## src/pkg/ars_pkg.sv

```systemverilog
// Package with constants, states and carrier types for the start-up sequencer.
package ars_pkg;

    // ***********************************************************
    // Timing
    // ***********************************************************
    localparam int unsigned ARS_CLK_MHZ = 125;
    localparam int unsigned ARS_PWRUP_MS = 1;
    localparam int unsigned ARS_RST_PULSE_US = 1;
    localparam int unsigned ARS_SEN_DELAY_NS = 100;
    localparam int unsigned ARS_SETTLE_MS = 50;
    localparam int unsigned ARS_PWRUP_CYC = ARS_PWRUP_MS * 1000 * ARS_CLK_MHZ;
    localparam int unsigned ARS_RST_PULSE_CYC = ARS_RST_PULSE_US * ARS_CLK_MHZ;
    localparam int unsigned ARS_SEN_DELAY_CYC = (ARS_SEN_DELAY_NS * ARS_CLK_MHZ + 999) / 1000;
    localparam int unsigned ARS_SETTLE_CYC = ARS_SETTLE_MS * 1000 * ARS_CLK_MHZ;
    localparam int unsigned ARS_CNT_W = 24;

    // ***********************************************************
    // Operating point of the sequence
    // ***********************************************************
    localparam logic [19:0] ARS_LINK_PARAM_CODE = 20'h82820;

    // ***********************************************************
    // Configuration groups and states
    // ***********************************************************
    localparam int unsigned ARS_GRP_W = 3;
    typedef enum logic [2:0] {
        ARS_GRP_ANALOG_TRIM,
        ARS_GRP_INTERLEAVE_A,
        ARS_GRP_INTERLEAVE_B,
        ARS_GRP_NONLIN_A,
        ARS_GRP_NONLIN_B,
        ARS_GRP_LINK_DDC
    } ars_grp_t;

    typedef enum {
        ARS_ST_IDLE,
        ARS_ST_PWR_WAIT,
        ARS_ST_RST_HIGH,
        ARS_ST_SEN_WAIT,
        ARS_ST_CFG_REQ,
        ARS_ST_CFG_BUSY,
        ARS_ST_SETTLE,
        ARS_ST_DONE
    } ars_state_t;

    // Request to the serial-port writer: which group to send.
    typedef struct packed {
        logic valid;
        ars_grp_t group;
    } ars_cfg_req_t;

endpackage : ars_pkg

```

## src/design/ars_sequencer.sv

```systemverilog
// Host-side start-up and hardware-reset sequencer for a dual-channel converter.
`timescale 1ns/1ps
`default_nettype none

// Contract
// - Sequence targets bypass, 12-bit, code 82820.
// - Reference clock enabled before reset pulse.
// - Reset is one low-high-low pulse.
// - Wait at least 1 ms before reset.
// - Hold reset high at least 1 us.
// - Wait 100 ns before first serial enable.
// - Analog trim set written first.
// - Interleave sets, channel A then B.
// - Wait 50 ms, no configuration meanwhile.
// - Nonlinearity sets, channel A then B.
// - Finally link and downconverter setup.
module ars_sequencer
    import ars_pkg::*;
#(
    parameter int unsigned PWRUP_CYC = ARS_PWRUP_CYC,
    parameter int unsigned SETTLE_CYC = ARS_SETTLE_CYC
)
(
    input wire logic sys_clk,
    input wire logic sys_rst,
    input wire logic start,
    input wire logic cfg_done,
    output ars_cfg_req_t cfg_req,
    output logic sysref_en,
    output logic dev_reset,
    output logic serial_port_select_gate,
    output logic busy,
    output logic done,
    output logic [19:0] link_param_code
);

    // ***********************************************************
    // State and counters
    // ***********************************************************
    ars_state_t state_r, state_nxt;
    logic [ARS_CNT_W-1:0] cnt_r, cnt_nxt;
    ars_grp_t grp_r, grp_nxt;
    ars_cfg_req_t req_r, req_nxt;
    logic sysref_r, sysref_nxt;
    logic rst_pin_r, rst_pin_nxt;
    logic sen_ok_r, sen_ok_nxt;
    logic busy_r, busy_nxt;
    logic done_r, done_nxt;
    logic cfg_done_s1_r, cfg_done_s2_r;

    wire logic [ARS_CNT_W-1:0] pwr_lim = ARS_CNT_W'(PWRUP_CYC - 1);
    wire logic [ARS_CNT_W-1:0] rst_lim = ARS_CNT_W'(ARS_RST_PULSE_CYC - 1);
    wire logic [ARS_CNT_W-1:0] sen_lim = ARS_CNT_W'(ARS_SEN_DELAY_CYC - 1);
    wire logic [ARS_CNT_W-1:0] set_lim = ARS_CNT_W'(SETTLE_CYC - 1);
    wire logic [ARS_CNT_W-1:0] cnt_inc = cnt_r + ARS_CNT_W'(1);
    wire logic last_grp = (grp_r == ARS_GRP_LINK_DDC);
    wire logic settle_after = (grp_r == ARS_GRP_INTERLEAVE_B);
    wire ars_grp_t grp_inc = ars_grp_t'(grp_r + ARS_GRP_W'(1));

    // ***********************************************************
    // Sequencing
    // ***********************************************************
    always_comb
    begin
        state_nxt = state_r;
        cnt_nxt = cnt_r;
        grp_nxt = grp_r;
        req_nxt = req_r;
        sysref_nxt = sysref_r;
        rst_pin_nxt = rst_pin_r;
        sen_ok_nxt = sen_ok_r;
        busy_nxt = busy_r;
        done_nxt = done_r;
        unique case (state_r)
            ARS_ST_IDLE:
            begin
                if (start)
                begin
                    // The reference is started with the power-on wait, ahead of reset.
                    sysref_nxt = 1'b1;
                    busy_nxt = 1'b1;
                    done_nxt = 1'b0;
                    cnt_nxt = '0;
                    state_nxt = ARS_ST_PWR_WAIT;
                end
            end
            ARS_ST_PWR_WAIT:
            begin
                cnt_nxt = cnt_inc;
                if (cnt_r >= pwr_lim)
                begin
                    cnt_nxt = '0;
                    rst_pin_nxt = 1'b1;
                    state_nxt = ARS_ST_RST_HIGH;
                end
            end
            ARS_ST_RST_HIGH:
            begin
                cnt_nxt = cnt_inc;
                if (cnt_r >= rst_lim)
                begin
                    cnt_nxt = '0;
                    rst_pin_nxt = 1'b0;
                    state_nxt = ARS_ST_SEN_WAIT;
                end
            end
            ARS_ST_SEN_WAIT:
            begin
                cnt_nxt = cnt_inc;
                if (cnt_r >= sen_lim)
                begin
                    sen_ok_nxt = 1'b1;
                    grp_nxt = ARS_GRP_ANALOG_TRIM;
                    state_nxt = ARS_ST_CFG_REQ;
                end
            end
            ARS_ST_CFG_REQ:
            begin
                req_nxt.valid = 1'b1;
                req_nxt.group = grp_r;
                state_nxt = ARS_ST_CFG_BUSY;
            end
            ARS_ST_CFG_BUSY:
            begin
                req_nxt.valid = 1'b0;
                if (cfg_done_s2_r)
                begin
                    cnt_nxt = '0;
                    if (last_grp)
                    begin
                        busy_nxt = 1'b0;
                        done_nxt = 1'b1;
                        state_nxt = ARS_ST_DONE;
                    end
                    else if (settle_after)
                    begin
                        sen_ok_nxt = 1'b0;
                        state_nxt = ARS_ST_SETTLE;
                    end
                    else
                    begin
                        // Groups run in enum order: A before B.
                        grp_nxt = grp_inc;
                        state_nxt = ARS_ST_CFG_REQ;
                    end
                end
            end
            ARS_ST_SETTLE:
            begin
                cnt_nxt = cnt_inc;
                if (cnt_r >= set_lim)
                begin
                    sen_ok_nxt = 1'b1;
                    grp_nxt = ARS_GRP_NONLIN_A;
                    state_nxt = ARS_ST_CFG_REQ;
                end
            end
            ARS_ST_DONE:
            begin
                if (start)
                begin
                    done_nxt = 1'b0;
                    busy_nxt = 1'b1;
                    // The gate must fall again, or the next reset pulse runs with the port open.
                    sen_ok_nxt = 1'b0;
                    cnt_nxt = '0;
                    state_nxt = ARS_ST_PWR_WAIT;
                end
            end
        endcase
    end

    always_ff @(posedge sys_clk or posedge sys_rst)
    begin
        if (sys_rst)
        begin
            state_r <= ARS_ST_IDLE;
            cnt_r <= '0;
            grp_r <= ARS_GRP_ANALOG_TRIM;
            req_r <= '0;
            sysref_r <= 1'b0;
            rst_pin_r <= 1'b0;
            sen_ok_r <= 1'b0;
            busy_r <= 1'b0;
            done_r <= 1'b0;
        end
        else
        begin
            state_r <= state_nxt;
            cnt_r <= cnt_nxt;
            grp_r <= grp_nxt;
            req_r <= req_nxt;
            sysref_r <= sysref_nxt;
            rst_pin_r <= rst_pin_nxt;
            sen_ok_r <= sen_ok_nxt;
            busy_r <= busy_nxt;
            done_r <= done_nxt;
        end
    end

    // The writer may run on another clock, so its completion is synchronised.
    always_ff @(posedge sys_clk or posedge sys_rst)
    begin
        if (sys_rst)
        begin
            cfg_done_s1_r <= 1'b0;
            cfg_done_s2_r <= 1'b0;
        end
        else
        begin
            cfg_done_s1_r <= cfg_done;
            cfg_done_s2_r <= cfg_done_s1_r;
        end
    end

    // ***********************************************************
    // Outputs
    // ***********************************************************
    assign cfg_req = req_r;
    assign sysref_en = sysref_r;
    assign dev_reset = rst_pin_r;
    assign serial_port_select_gate = sen_ok_r;
    assign busy = busy_r;
    assign done = done_r;
    assign link_param_code = ARS_LINK_PARAM_CODE;

endmodule : ars_sequencer

`default_nettype wire

```

## config.mk

```make
export PLATFORM = sky130hd
export DESIGN_NAME = ars_sequencer
export DESIGN_NICKNAME = d
export VERILOG_FILES = /design/src/pkg/ars_pkg.sv /design/src/design/ars_sequencer.sv
export SDC_FILE = /design/constraint.sdc
export NUM_CORES = 1
export LEC_CHECK = 0
export ABC_CLOCK_PERIOD_IN_PS = 3120
export BUFFER_PORTS_ARGS = -buffer_cell sky130_fd_sc_hd__buf_2
export CORE_MARGIN = 2
export CORE_UTILIZATION = 35
export CTS_CLUSTER_DIAMETER = 100
export DETAILED_ROUTE_END_ITERATION = 8
export GPL_ROUTABILITY_DRIVEN = 0
export GPL_TIMING_DRIVEN = 0
export PLACE_DENSITY = 0.6
export RECOVER_POWER = 100
export SYNTH_ARGS = -nofsm -noshare
export SYNTH_HDL_FRONTEND = slang
export SYNTH_SLANG_ARGS = --single-unit
```

## constraint.sdc

```tcl
create_clock -name sys_clk -period 3.12 [get_ports sys_clk]
set_input_delay 0.78 -clock sys_clk [delete_from_list [all_inputs] [get_ports sys_clk]]
set_output_delay 0.78 -clock sys_clk [all_outputs]
set_load 0.03 [all_outputs]
```

==> reports/results.tsv <==
metric	value	unit
status	finished with violations	
violations	max-capacitance violations, max-slew violations	
pwr-share-comb	16.3	%
setup_tns	0	ns
muxShareOfSynthArea	2.46	%
start_util	35.9	%
crit_required	3.35	ns
synth-xor-area-share	7.77	%
hold_viol_final	0	
cts_sinks	41	
tightest_slew	1.52	ns
dpl.hpwl	3.91	mm
leakagePower	1.35	nW
wire_per_inst	12.3	um
design.core.area	0.00721	mm2
endpoint_kind	flop	
syn_avg_cell_area	8.91	um2
synth_top_family_by_area	simple AND/OR/NAND/NOR gates	
fin_ws	0.613	ns
antenna_found_initial	0	
layout_commonest_cell	dfrtp_1	
overflow	0	
grt_max_degree	42	
synth.largest_area_cell	dfrtp_1	
clkLatencyLatePin	0.29	ns
yosysWarnings	0	
vias_per_cell	4.83	
drive_gt1_share	13.1	%
cts_hold_buf	0	
p_int	0.969	mW
finalSetupViolCount	0	
worstPathMaxFanout	10	
yosys-top-cells-area	dfrtp_1 (40%), xnor2_1 (6.4%), buf_4 (5.8%), nor2_1 (5.4%), nand2_1 (3.2%)	
critical_path.max_stage_delay	0.59	ns
cts_buffers	5	
portBuffers	12	
rsz0062_at_grt	no	
die_w	90.1	um
wl	5.26	mm
cp-start-kind	flop	
skew	0.00674	ns
peakVddDrop	0.000185	V
slew-limit-headroom	-1.56	%
synthSimpleGateAreaFrac	24.6	%
drcViolationCount	0	
ant_nets	0	
root_buffer	clkbuf_8	
p_per_area	454	mW/mm2
yosys_most_used_dff	dfrtp_1	
area_growth	13.3	%
maxCapViolations	1	
fin_crit_sh	80.4	%
p_clk_share	38.0	%
dieArea	0.00811	mm2
switching_share	27.3	%
synth_cell_types	55	
pin_count	33	
grt_pass1_wl	9.18	mm
synthAdderAreaFrac	2.41	%
dp.cells	420	
synth_edf_count	0	
cp_cell_sequence	or4_1 > o311ai_4 > a31oi_1 > o21ai_0 > nor2_1 > buf_6 > nor2_1	
dr_total_vias	2068	
rows	31	
antennaDiodeCount	0	
drtIter0Drc	80	
cts.path.max_buffers	2	
synth_compound_area_share	12.5	%
max_freq	399	MHz
nNetsFinal	337	
path_buf_inv	1	
post_cts_buffers	0	
seqPwrFrac	45.6	%
critical_path_arrival	2.73	ns
ys_seq_elements	41	
cpMaxStageDelayCell	or4_1	
die_h	90.1	um
ctsHtreeMaxLevel	2	
post_cts_resized	0	
synthArstFlopShare	100	%
cts_tree	built	
cts.clk_slew.worst_paths	0.08	ns
crit_family	compound AO/OA/AOI/OAI gates	
synth_cells	291	
layout.cells.non_filler	428	
fin_crit	2.51	ns
dpl_worst_slack	0.823	ns
netSwitchingPower	0.363	mW
most-common-layout-cells	dfrtp_1 (41), nor2_1 (39), nand2_1 (22)	
grtUsageTotal	13.6	%
grt_pass1_vias	1980	
critPathMostFrequentCell	nor2_1	
synth-seq-area-share	39.6	%
first_pass_iters	4	
final_max_slew_viol_count	42	
synth_top_area_share	39.6	%
path_class	flop to flop	
syn_area	0.00259	mm2
min_path_type	flop to flop	
cell families (layout without fill, tap and decap cells):
family,after synthesis,after routing
multiplexers,6,6
AO/OA/AOI/OAI,43,43
flip-flops,41,41
adder cells (fa/ha/maj),5,5
buffers and inverters,47,67
XOR/XNOR,23,23
other,2,20
AND/OR/NAND/NOR,124,124
flip-flops by register name, summed over array words and instances, names as in the netlist:
name and cells:
dev_reset 1, cnt_r 24, state_r 3, cfg_done_s2_r 1
sysref_en 1, grp_r 3, cfg_req 4, done 1
serial_port_select_gate 1, busy 1, cfg_done_s1_r 1
routing by layer:
layer / track usage, % / up-vias / wire [um]
met1: 18.5 / 977 / 2560
met2: 22.4 / 38 / 2460
met4: 3.59 / 0 / 46
met5: 0 / - / 0
li1: - / 1047 / -
met3: 2.60 / 6 / 192
synth_stat cells, types with 3 or more instances:
cell / count
inv_1: 14
clkbuf_1: 7
nor4_1: 6
nand2_1: 22
a21oi_1: 9
buf_2: 3
xnor2_1: 19
buf_4: 20
ha_1: 5
o21ai_0: 8
mux2_2: 3
nand2b_1: 3
dfrtp_1: 41
and4_1: 3
xor2_1: 4
mux2i_1: 3
nor2_1: 37
or3_1: 4
and2_1: 3
nor3_1: 7
nand3_1: 14
nand4_1: 13
o21ai_1: 3
nor2_2: 3
power by group through the flow:
stage | Combinational [mW] | Sequential [mW] | Clock, mW
floorplan | 0.191 | 0.608 | 0
global placement | 0.218 | 0.619 | 0
detailed placement | 0.221 | 0.620 | 0
CTS | 0.222 | 0.609 | 0.528
global route | 0.246 | 0.617 | 0.545
finish | 0.218 | 0.608 | 0.507
stage by stage:
step | instance area, um2 | power, mW | utilization (%) | hold slack, ns
final | 2940 | 1.33 | 40.7 | 0.354
after global routing | 2940 | 1.41 | 40.7 | 0.374
after CTS | 2980 | 1.36 | 41.3 | 0.356
after detailed placement | 2840 | 0.841 | 39.4 | 0.336
after global placement | 2840 | 0.837 | 39.4 | 0.336
after floorplan | 2660 | 0.799 | - | 0.331
final cells by class:
| type | instances | area (um2) |
|---|---|---|
| Fill cell | 769 | 4280 |
| Multi-Input combinational cell | 221 | 1330 |
| Sequential cell | 41 | 1030 |
| Buffer | 33 | 218 |
| Tap cell | 99 | 124 |
| Clock buffer | 5 | 68.8 |
| Clock inverter | 3 | 65.1 |
| Inverter | 14 | 52.6 |
| Timing Repair Buffer | 12 | 48.8 |
final timing paths:
| path | depth (start not counted) | start | slack (ns) | to |
|---|---|---|---|---|
| worst min-delay path | 0 | cfg_done_s1_r$_DFF_PP0_ | 0.35 | cfg_done_s2_r$_DFF_PP0_ |
| min in group asynchronous | 2 | sys_rst | 0.93 | cfg_done_s1_r$_DFF_PP0_ |
| worst min register to register | 0 | cfg_done_s1_r$_DFF_PP0_ | 0.35 | cfg_done_s2_r$_DFF_PP0_ |
| worst max register to register | 7 | cnt_r[7]$_DFFE_PP0P_ | 0.61 | cnt_r[10]$_DFFE_PP0P_ |
| max in group asynchronous | 2 | sys_rst | 1.29 | cnt_r[12]$_DFFE_PP0P_ |
| worst max-delay path | 7 | cnt_r[7]$_DFFE_PP0P_ | 0.61 | cnt_r[10]$_DFFE_PP0P_ |
Note: power is estimated with default switching activity, not from simulation.
